`config.mk`:
```
export PLATFORM = sky130hd
export DESIGN_NAME = smc_mode_ctrl
export DESIGN_NICKNAME = d
export VERILOG_FILES = /design/src/design/smc_pkg.sv /design/src/design/smc_mode_ctrl.sv
export SDC_FILE = /design/constraint.sdc
export NUM_CORES = 1
export LEC_CHECK = 0
export ABC_AREA = 0
export BUFFER_PORTS_ARGS = -buffer_cell sky130_fd_sc_hd__buf_2
export CORE_MARGIN = 2
export CORE_UTILIZATION = 55
export CTS_BUF_LIST = sky130_fd_sc_hd__clkbuf_8
export DETAILED_ROUTE_END_ITERATION = 8
export GPL_TIMING_DRIVEN = 0
export HOLD_SLACK_MARGIN = 0.1
export PLACE_DENSITY = 0.77
export SYNTH_ARGS = -nofsm -noshare
export SYNTH_HDL_FRONTEND = slang
export SYNTH_SLANG_ARGS = --single-unit
```
`constraint.sdc`:
```
create_clock -name mclk -period 7.5 [get_ports mclk]
set_input_delay 1.5 -clock mclk [delete_from_list [all_inputs] [get_ports mclk]]
set_output_delay 1.5 -clock mclk [all_outputs]
set_load 0.1 [all_outputs]
```
`src/design/smc_pkg.sv`:
```
/*
 * constants, types and state encoding for the synchronizer mode control.
 * assumes a 125 MHz mclk and an apb master with 32-bit data.
 */
package smc_pkg;
   localparam int MCLK_HZ = 125_000_000;
   localparam int FRAME_HZ = 8000;
   localparam int FRAME_CYC = MCLK_HZ / FRAME_HZ;
   localparam int SAVE_MS = 30;
   localparam int SAVE_FRAMES = SAVE_MS * FRAME_HZ / 1000;
   localparam int LOCK_S = 25;
   localparam int LOCK_FRAMES = LOCK_S * FRAME_HZ;
   // register byte offsets
   localparam logic [7:0] CTRL_OFS = 8'h00;
   localparam logic [7:0] STAT_OFS = 8'h04;
   localparam logic [7:0] HOLD_OFS = 8'h08;
   localparam logic [7:0] TIEC_OFS = 8'h0c;
   // control field positions
   localparam int MSL_BIT = 0;
   localparam int MSH_BIT = 1;
   localparam int REFERENCE_SELECT_BIT = 2;
   localparam int GT_BIT = 3;
   localparam int FSL_BIT = 4;
   localparam int FSH_BIT = 5;
   localparam logic [5:0] CTRL_RST = 6'h03;
   // mode select codes
   localparam logic [1:0] MS_NORMAL = 2'h0;
   localparam logic [1:0] MS_HOLD = 2'h1;
   localparam logic [1:0] MS_FREE = 2'h2;
   localparam logic [1:0] MS_AUTO = 2'h3;
   // dpll mode codes
   localparam logic [1:0] DM_FREE = 2'h0;
   localparam logic [1:0] DM_NORMAL = 2'h1;
   localparam logic [1:0] DM_HOLD = 2'h2;
   typedef enum logic [2:0] {
      state_freerun,
      state_primary_normal,
      state_secondary_normal,
      state_primary_holdover,
      state_secondary_holdover
   } smc_state_t;
   typedef struct packed {
      logic psel;
      logic penable;
      logic pwrite;
      logic [7:0] paddr;
      logic [31:0] pwdata;
   } smc_apb_req_t;
   typedef struct packed {
      logic pready;
      logic pslverr;
      logic [31:0] prdata;
   } smc_apb_rsp_t;
   typedef struct packed {
      logic ref_sel;
      logic ref_use;
      logic [1:0] dpll_mode;
      logic [1:0] freq_sel;
      logic tie_correct;
      logic [31:0] hold_word;
   } smc_dpll_ctl_t;
endpackage

```
`src/design/smc_mode_ctrl.sv`:
```
/*
 * mode and reference control of a network timing synchronizer:
 * frame timing, control state machine, holdover store and apb registers.
 * assumes loss inputs and dpll status synchronous to mclk.
 */
// Added by the designer: the APB slave port and the register addresses.
`timescale 1ns/1ps
module smc_mode_ctrl
   import smc_pkg::*;
#(
   parameter int P_FRAME_CYC = FRAME_CYC,
   parameter int P_LOCK_FRAMES = LOCK_FRAMES
) (
   // clock and reset
   input wire logic mclk,
   input wire logic srst,
   // apb slave
   input wire smc_apb_req_t apb_req,
   output smc_apb_rsp_t apb_rsp,
   // loss detectors
   input wire logic primary_loss_input,
   input wire logic secondary_loss_input,
   // dpll status
   input wire logic dpll_lock,
   input wire logic [31:0] dpll_freq_word,
   // dpll control and frame pulse
   output smc_dpll_ctl_t dpll_ctl,
   output logic frame_pulse_8k_output
);
   typedef struct packed {
      smc_apb_rsp_t rsp;
      smc_dpll_ctl_t ctl;
      logic fp;
      logic [13:0] fcnt;
      smc_state_t st;
      logic [5:0] ctrl;
      logic started;
      logic [7:0] save_cnt;
      logic wsel;
      logic [31:0] slot0;
      logic [31:0] slot1;
      logic [17:0] lock_cnt;
      logic lock_late;
      logic [31:0] tie_cnt;
   } smc_regs_t;

   smc_regs_t s_r;
   smc_regs_t s_nxt;

   // next state of the whole block
   always_comb begin
      logic [1:0] ms;
      logic reference_select;
      logic gt;
      logic tick;
      logic tie;
      logic normal;
      smc_state_t nx;
      logic [31:0] rd;
      logic hit;
      s_nxt = s_r;
      ms = {s_r.ctrl[MSH_BIT], s_r.ctrl[MSL_BIT]};
      reference_select = s_r.ctrl[REFERENCE_SELECT_BIT];
      gt = s_r.ctrl[GT_BIT];
      tick = (s_r.fcnt == 14'h0000);
      tie = 1'b0;
      nx = s_r.st;
      rd = 32'h0000_0000;
      hit = 1'b1;
      normal = (s_r.st == state_primary_normal) ||
               (s_r.st == state_secondary_normal);

      // frame timer; the pulse rises one cycle after the count wraps
      s_nxt.fp = tick;
      if (s_r.fcnt == 14'(P_FRAME_CYC - 1)) begin
         s_nxt.fcnt = 14'h0000;
      end else begin
         s_nxt.fcnt = s_r.fcnt + 14'h0001;
      end

      // state decisions from the current inputs
      if (ms == MS_AUTO) begin
         if (reference_select) begin
            nx = s_r.st; // reserved reference select holds
         end else if (!s_r.started) begin
            if (primary_loss_input && secondary_loss_input) begin
               nx = state_freerun;
            end
         end else if (!primary_loss_input) begin
            nx = state_primary_normal;
            case (s_r.st)
               state_secondary_normal: tie = 1'b1;
               state_secondary_holdover: tie = 1'b1;
               state_primary_holdover: tie = gt;
               default: tie = 1'b0;
            endcase
         end else if (!secondary_loss_input) begin
            case (s_r.st)
               state_freerun: begin
                  nx = gt ? state_secondary_normal : state_primary_normal;
               end
               state_primary_normal: begin
                  nx = gt ? state_secondary_normal : state_primary_holdover;
                  tie = gt;
               end
               state_primary_holdover: begin
                  if (gt) begin
                     nx = state_secondary_normal;
                     tie = 1'b1;
                  end
               end
               state_secondary_holdover: begin
                  nx = state_secondary_normal;
                  tie = 1'b1;
               end
               default: nx = s_r.st;
            endcase
         end else begin
            case (s_r.st)
               state_primary_normal: nx = state_primary_holdover;
               state_secondary_normal: nx = state_secondary_holdover;
               default: nx = s_r.st;
            endcase
         end
      end else begin
         case (ms)
            MS_NORMAL: begin
               if (!reference_select) begin
                  nx = state_primary_normal;
                  case (s_r.st)
                     state_secondary_normal: tie = 1'b1;
                     state_secondary_holdover: tie = 1'b1;
                     state_primary_holdover: tie = gt;
                     default: tie = 1'b0;
                  endcase
               end else begin
                  nx = state_secondary_normal;
                  tie = (s_r.st != state_freerun) &&
                        (s_r.st != state_secondary_normal);
               end
            end
            MS_HOLD: begin
               // unlisted entries leave the state alone
               if (!reference_select) begin
                  if (s_r.st == state_primary_normal) begin
                     nx = state_primary_holdover;
                  end else begin
                     nx = s_r.st;
                  end
               end else begin
                  if (s_r.st == state_primary_normal ||
                      s_r.st == state_secondary_normal) begin
                     nx = state_secondary_holdover;
                  end else begin
                     nx = s_r.st;
                  end
               end
            end
            MS_FREE: nx = state_freerun;
            default: nx = s_r.st;
         endcase
      end

      // state changes only on the frame tick
      s_nxt.ctl.tie_correct = 1'b0;
      if (tick) begin
         s_nxt.st = nx;
         s_nxt.started = 1'b1;
         s_nxt.ctl.tie_correct = tie && (nx != s_r.st);
         if (tie && (nx != s_r.st)) begin
            s_nxt.tie_cnt = s_r.tie_cnt + 32'h0000_0001;
         end
         // entering holdover takes the older saved word
         if ((nx == state_primary_holdover || nx == state_secondary_holdover) &&
             s_r.st != state_primary_holdover &&
             s_r.st != state_secondary_holdover) begin
            s_nxt.ctl.hold_word = s_r.wsel ? s_r.slot1 : s_r.slot0;
         end
      end

      // dpll steering from the registered state
      case (s_r.st)
         state_freerun: begin
            s_nxt.ctl.dpll_mode = DM_FREE;
            s_nxt.ctl.ref_use = 1'b0;
         end
         state_primary_normal, state_secondary_normal: begin
            s_nxt.ctl.dpll_mode = DM_NORMAL;
            s_nxt.ctl.ref_use = 1'b1;
         end
         default: begin
            s_nxt.ctl.dpll_mode = DM_HOLD;
            s_nxt.ctl.ref_use = 1'b0;
         end
      endcase
      s_nxt.ctl.ref_sel = (s_r.st == state_secondary_normal) ||
                          (s_r.st == state_secondary_holdover);
      s_nxt.ctl.freq_sel = {s_r.ctrl[FSH_BIT], s_r.ctrl[FSL_BIT]};

      // frequency word saved every 30 ms while locked in normal mode
      if (tick) begin
         if (normal && dpll_lock) begin
            if (s_r.save_cnt == 8'(SAVE_FRAMES - 1)) begin
               s_nxt.save_cnt = 8'h00;
               s_nxt.wsel = ~s_r.wsel;
               if (s_r.wsel) begin
                  s_nxt.slot1 = dpll_freq_word;
               end else begin
                  s_nxt.slot0 = dpll_freq_word;
               end
            end else begin
               s_nxt.save_cnt = s_r.save_cnt + 8'h01;
            end
         end else begin
            s_nxt.save_cnt = 8'h00;
         end
      end

      // lock watchdog in frames while normal and unlocked
      if (tick) begin
         if (!normal || dpll_lock) begin
            s_nxt.lock_cnt = 18'h00000;
         end else if (s_r.lock_cnt == 18'(P_LOCK_FRAMES - 1)) begin
            s_nxt.lock_late = 1'b1;
         end else begin
            s_nxt.lock_cnt = s_r.lock_cnt + 18'h00001;
         end
      end

      // apb read mux
      case (apb_req.paddr)
         CTRL_OFS: rd = {26'h0000000, s_r.ctrl};
         STAT_OFS: rd = {25'h0000000, s_r.wsel, s_r.lock_late, dpll_lock,
                         1'b0, s_r.st};
         HOLD_OFS: rd = s_r.ctl.hold_word;
         TIEC_OFS: rd = s_r.tie_cnt;
         default: hit = 1'b0;
      endcase

      // apb: one wait state, write lands at the completing edge
      s_nxt.rsp.pready = 1'b0;
      if (apb_req.psel && apb_req.penable && !s_r.rsp.pready) begin
         s_nxt.rsp.pready = 1'b1;
         s_nxt.rsp.pslverr = !hit;
         s_nxt.rsp.prdata = (apb_req.pwrite || !hit) ? 32'h0000_0000 : rd;
      end
      if (apb_req.psel && apb_req.penable && s_r.rsp.pready) begin
         s_nxt.rsp.pslverr = 1'b0;
         s_nxt.rsp.prdata = 32'h0000_0000;
         if (apb_req.pwrite && apb_req.paddr == CTRL_OFS) begin
            s_nxt.ctrl = apb_req.pwdata[5:0];
         end
      end
   end

   // single state register
   always_ff @(posedge mclk) begin
      if (srst) begin
         s_r <= '0;
         s_r.ctrl <= CTRL_RST;
         s_r.st <= state_freerun;
      end else begin
         s_r <= s_nxt;
      end
   end

   // outputs straight from flops
   assign apb_rsp = s_r.rsp;
   assign dpll_ctl = s_r.ctl;
   assign frame_pulse_8k_output = s_r.fp;
endmodule

```
# Word-level counts from Yosys, hierarchy flattened
# Index checks and enable logic that the tools add are counted.
[totals] ff_bits=222 output_inout_bits=74 wordCells=121
[classes] n_addsub=4 n_eq_ne=20 muxes=36 n_bitwise=3 reduce_logical=37
[op_table] op="32-bit case mux with 4 select lines" count=1
[op_table] op="32-bit two-way mux" count=2
[op_table] op="18-bit two-way mux" count=2
[op_table] op="34-bit two-way mux" count=1
[op_table] op="32-bit by 1-bit adder with 32-bit output, second input constant" count=1
[op_table] op="3-bit two-way mux" count=10
[op_table] op="18-bit by 1-bit adder with 18-bit output, second input constant" count=1
[op_table] op="18-bit equality test, second input constant" count=1
[op_table] op="8-bit by 4-bit equality test with 1-bit output, second input constant" count=2
[op_table] op="8-bit two-way mux" count=2
[op_table] op="14-bit by 1-bit adder with 14-bit output, second input constant" count=1
[op_table] op="14-bit equality test, second input constant" count=1
[op_table] op="14-bit zero test" count=1
[op_table] op="3-bit case mux with 2 select lines" count=2
[op_table] op="3-bit case mux with 4 select lines" count=1
[op_table] op="1-bit logical AND" count=10
[op_table] op="1-bit two-way mux" count=10
[op_table] op="2-bit OR reduction" count=5
[op_table] op="3-bit by 2-bit equality test with 1-bit output, second input constant" count=3
[op_table] op="3-bit case mux with 3 select lines" count=1
[op_table] op="8-bit by 1-bit adder with 8-bit output, second input constant" count=1
[op_table] op="8-bit by 3-bit equality test with 1-bit output, second input constant" count=1
[op_table] op="8-bit equality test, second input constant" count=1
[op_table] op="8-bit zero test" count=1
[op_table] op="21 further kinds" count=38

# Depth between registers and ports, before layout
[logic_depth] ltp_word=12 mapped_depth=11 depth_no_buf=9

# Worst setup path after synthesis
# No wires, ideal clock.
[synth_path] path_type="input-to-reg" start="input secondary_loss_input" end="register s_r, in the netlist dpll_ctl[10]" setup_ns=0.089 t_arrival_ns=3.547 slack_ns=3.865 path_stages=9 path_buffers=2 path_cell_list="buf_6 -> nand2_1 -> a21oi_1 -> or4_4 -> a311oi_4 -> mux2i_4 -> buf_6 -> a21oi_2 -> a311oi_2"
[synth_via] elab_chain_len=10
[synth_rtl] item="start, declared" line="smc_mode_ctrl.sv:22" rtl="input wire logic secondary_loss_input,"
[synth_rtl] item="3-bit two-way mux / 1-bit logical AND (equally long branches)" line="smc_mode_ctrl.sv:97, smc_mode_ctrl.sv:86"
[synth_rtl] item="3-bit two-way mux, on equally long branches" line="smc_mode_ctrl.sv:89, smc_mode_ctrl.sv:86"
[synth_rtl] item="3-bit two-way mux *" line="smc_mode_ctrl.sv:85" rtl="end else if (!s_r.started) begin"
[synth_rtl] item="3-bit two-way mux *" line="smc_mode_ctrl.sv:83" rtl="if (reference_select) begin"
[synth_rtl] item="3-bit two-way mux *" line="smc_mode_ctrl.sv:82" rtl="if (ms == MS_AUTO) begin"
[synth_rtl] item="3-bit by 2-bit equality test with 1-bit output / 3-bit equality test (equally long branches)" line="smc_mode_ctrl.sv:174" rtl="if ((nx == state_primary_holdover || nx == state_secondary_holdover) &&"
[synth_rtl] item="1-bit logical OR *" line="smc_mode_ctrl.sv:174"
[synth_rtl] item="1-bit logical AND *" line="smc_mode_ctrl.sv:174"
[synth_rtl] item="1-bit logical AND *" line="smc_mode_ctrl.sv:175" rtl="s_r.st != state_primary_holdover &&"
[synth_rtl] item="2-bit AND reduction (no line) *"
[synth_rtl] item="end signal, assigned" line="smc_mode_ctrl.sv:263" rtl="s_r <= s_nxt;"
[synth_rtl] item="end, declared" line="smc_mode_ctrl.sv:47" rtl="smc_regs_t s_r;"
# Mark *: on every way between the ends. The rest lies on a longest branch, timed or not.
# A chain may end at the register's enable or synchronous reset.

# Worst setup path after layout
[layout_path] start="input primary_loss_input" end="register s_r, in the netlist dpll_ctl[16]"
[layout_via] elab_chain_len=10
[layout_rtl] item="start, declared" line="smc_mode_ctrl.sv:21" rtl="input wire logic primary_loss_input,"
[layout_rtl] item="1-bit logical AND" line="smc_mode_ctrl.sv:86" rtl="if (primary_loss_input && secondary_loss_input) begin"
[layout_rtl] item="3-bit two-way mux" line="smc_mode_ctrl.sv:86"
[layout_rtl] item="3-bit two-way mux *" line="smc_mode_ctrl.sv:85"
[layout_rtl] item="3-bit two-way mux *" line="smc_mode_ctrl.sv:83"
[layout_rtl] item="3-bit two-way mux *" line="smc_mode_ctrl.sv:82"
[layout_rtl] item="3-bit by 2-bit equality test with 1-bit output / 3-bit equality test (equally long branches)" line="smc_mode_ctrl.sv:174"
[layout_rtl] item="1-bit logical OR *" line="smc_mode_ctrl.sv:174"
[layout_rtl] item="1-bit logical AND *" line="smc_mode_ctrl.sv:174"
[layout_rtl] item="1-bit logical AND *" line="smc_mode_ctrl.sv:175"
[layout_rtl] item="2-bit AND reduction (no line) *"
# Marks and branches as above.

==> metrics.md <==
| Metric | Value |
|---|---|
| CTS resizes | `0` |
| Internal | `1.81 mW` |
| Sequential Power Share | `0.482` |
| Final setup vio count | `0` |
| DRT Pass-1 Iters | `5` |
| Initial Util | `0.563` |
| Final Max Slew Viols | `0` |
| Maxcap violations | `0` |
| Input/output buffers | `125` |
| # DRC | `0` |
| Max transition margin | `0.464` |
| Top_reg_cell synth | `dfxtp_1` |
| Highest-count cells in the layout ignoring fill and taps | `dfxtp_1, nand2_1, buf_2` |
| Syn Area/Cell | `8.81 um2` |
| Crit path time final | `3.46 ns` |
| Yosys top cell area share | `0.419` |
| Post-synth EDFFs | `0` |
| CTS tree | `built` |
| FILL cells | `1605` |
| Via count | `8960` |
| First-pass GRT wire length | `41500 um` |
| GP Congestion | `0.914` |
| Worst hold-check path type | `reg -> reg` |
| CP max stage delay | `0.55 ns` |
| GRT Util Overall | `0.251` |
| Post-Synth XOR/XNOR Area | `0.0390` |
| Clk sink count | `221` |
| Top post-synthesis cells by area | `dfxtp_1, nand2_1, buf_4, a21oi_1, a311oi_2` |
| Via/cell ratio | `5.52` |
| Mux contribution to synthesized area | `0.0528` |
| Layout cells sized above 1 | `0.257` |
| Post-synth ARST share | `0` |
| Status | `complete, no violations` |
| Iteration-0 DRC Markers | `690` |
| Vias in the first global route | `8358` |
| Cell count after synthesis | `1200` |
| Fin Setup TNS | `0 ns` |
| Adder-cell share of the synthesized area | `0.00592` |
| Slew @ Worst Pin | `0.804 ns` |
| Mapped cell area | `0.0106 mm2` |
| Switching pwr | `0.668 mW` |
| Leading area contributor after synthesis | `dfxtp_1` |
| Full die area | `0.0203 mm2` |
| Distinct cells, synth | `64` |
| Initial antenna violation count | `0` |
| Power density over the cells | `204 mW/mm2` |
| Switching part of the total | `0.269` |
| Critical path arrival | `3.89 ns` |
| Fin Hold WS | `0.453 ns` |
| Fmax | `289 MHz` |
| Die width | `143 um` |
| Final design utilization | `0.650` |
| Fin crit share | `0.462` |
| Placed Instances | `1559` |
| FP Rows | `50` |
| Seq/Total Area, Yosys | `0.419` |
| Final Skew | `0.0255 ns` |
| Critical Setup Path Class | `in -> reg` |
| CTS root buf | `clkbuf_8` |
| Layout Nets | `1450` |
| CTS clock-pin slew for the worst setup and hold paths | `0.06 ns` |
| Skew-Pair Late Insertion Delay | `0.54 ns` |
| P&R area growth vs syn | `15.4%` |
| Critical path peak fanout | `10` |
| CTS Buffer Depth | `3` |
| Worst endpoint required time | `7.93 ns` |
| Post-route ant nets | `0` |
| Routed wire length | `25500 um` |
| Global route total overflow | `0` |
| Largest net degree at the start of global routing | `11` |
| Num ports | `154` |
| Yosys reg bits | `221` |
| Syn_nets | `1285` |
| Simple logic cell fraction of the synthesized area | `0.188` |
| Critical Path Start Type | `input port` |
| Avg WL per Cell | `15.7 um` |
| Hold buffer count at CTS | `0` |
| Layout Cells excl Fill | `1624` |
| Number of synthesis warnings | `0` |
| Crit. End Element | `register` |
| Main combinational cell family by area after synthesis | `compound AO/OA/AOI/OAI gates` |
| Multi-input logic area | `0.00510 mm2` |
| Htree depth | `2` |
| CTS buffer count | `38` |
| RSZ-0062 raised after global routing | `false` |
| Peak VDD IR | `165 uV` |
| N_diodes | `0` |
| Final-report hold violation count | `0` |
| Lkg Pwr | `4.58 nW` |
| Register area | `0.00442 mm2` |
| CP Cell Sequence | `buf_2 -> nand2_1 -> nor4_1 -> or4_4 -> a311oi_4 -> mux2i_4 -> buf_6 -> a21oi_2 -> a311oi_2` |
| Commonest non-fill, non-tap cell in the layout | `dfxtp_1` |
| Compound-gate portion of the synthesized area | `0.197` |
| Post CTS Setup Buffer Count | `0` |
| Pwr Total | `2.48 mW` |
| Hpwl dp | `18800 um` |
| Slowest stage cell, crit path | `mux2i_4` |
| Comb pwr share | `0.107` |
| Die Ht | `143 um` |
| Core footprint | `0.0188 mm2` |
| Reg2reg setup slack | `4.70 ns` |
| Clock power share | `0.411` |
metrics by stage:
stage	cell area [um2]	setup WS (ns)
3_3_place_gp	11500	3.52
5_1_grt	12200	3.97
3_5_place_dp	11500	3.51
4_1_cts	12200	4.05
6_report	12200	4.04
2_1_floorplan	10600	3.86
final cells by class:
cell class / count / area share
Multi-Input combinational cell: 803 / 0.418
Tap cell: 234 / 0.0240
Clock inverter: 19 / 0.00626
Sequential cell: 221 / 0.363
Buffer: 155 / 0.0790
Clock buffer: 46 / 0.0519
Timing Repair Buffer: 125 / 0.0513
Inverter: 21 / 0.00646
kinds of logic after synthesis:
family	Yosys count
xor+xnor	47
flops	221
buf+inv	176
mux	48
compound gates	269
fa+ha+maj	5
simple gates	434
final timing paths:
kind                            from      endpoint  cells past startpoint
setup / recovery  primary_loss_input  dpll_ctl[16]                      9
hold / removal               s_r[73]       s_r[73]                      2
setup reg to reg            s_r[133]       s_r[20]                      9
hold reg to reg              s_r[73]       s_r[73]                      2
power groups by stage:
stage | clock, mW | combinational (mW) | sequential [mW]
after CTS | 1.03 | 0.266 | 1.20
after global placement | 0 | 0.262 | 1.22
final | 1.02 | 0.266 | 1.20
after floorplan | 0 | 0.198 | 1.22
after global routing | 1.09 | 0.284 | 1.20
after detailed placement | 0 | 0.265 | 1.22
worst max-delay path, delay by kind of cell:
kind / cells / cell delay, ns
multiplexers: 1 / 0.55
buffers and inverters: 2 / 0.38
AND/OR/NAND/NOR: 3 / 0.71
AO/OA/AOI/OAI: 3 / 0.74
state kept, by name, indices dropped and copies added, names as in the netlist:
| name | flops |
|---|---|
| s_r | 146 |
| apb_rsp | 34 |
| dpll_ctl | 38 |
| s_nxt | 2 |
| frame_pulse_8k_output | 1 |
cell usage after synthesis, types with 3 or more instances:
cell type	instances
buf_2	11
a31oi_1	3
nand3_1	35
xnor2_1	23
a311oi_2	32
nand2_1	173
dfxtp_1	221
nand3b_1	7
mux4_2	5
nor2b_1	5
o21ai_0	23
a311oi_1	4
and4_1	3
a211o_1	3
ha_1	5
nand4_1	12
inv_1	20
buf_4	76
a21oi_1	103
nor3_1	14
a22o_1	26
mux2i_1	40
or2_2	4
nand2b_1	7
or3_1	18
nor2_1	125
a22oi_1	27
buf_6	11
and3_1	12
clkbuf_1	55
nor3_2	3
xor2_1	24
nor4_1	4
a21oi_2	28
metal layers:
metal  routed length, um  share of wire  vias up  GRT usage
li1                    -              -     4448          -
met1               11900           0.47     4201      0.352
met2               11600           0.45      273      0.399
met3                1520          0.060       38     0.0419
met4                 513          0.020        0     0.0740
met5                   0              0        -          0
Power figures use the tool's default switching activity.
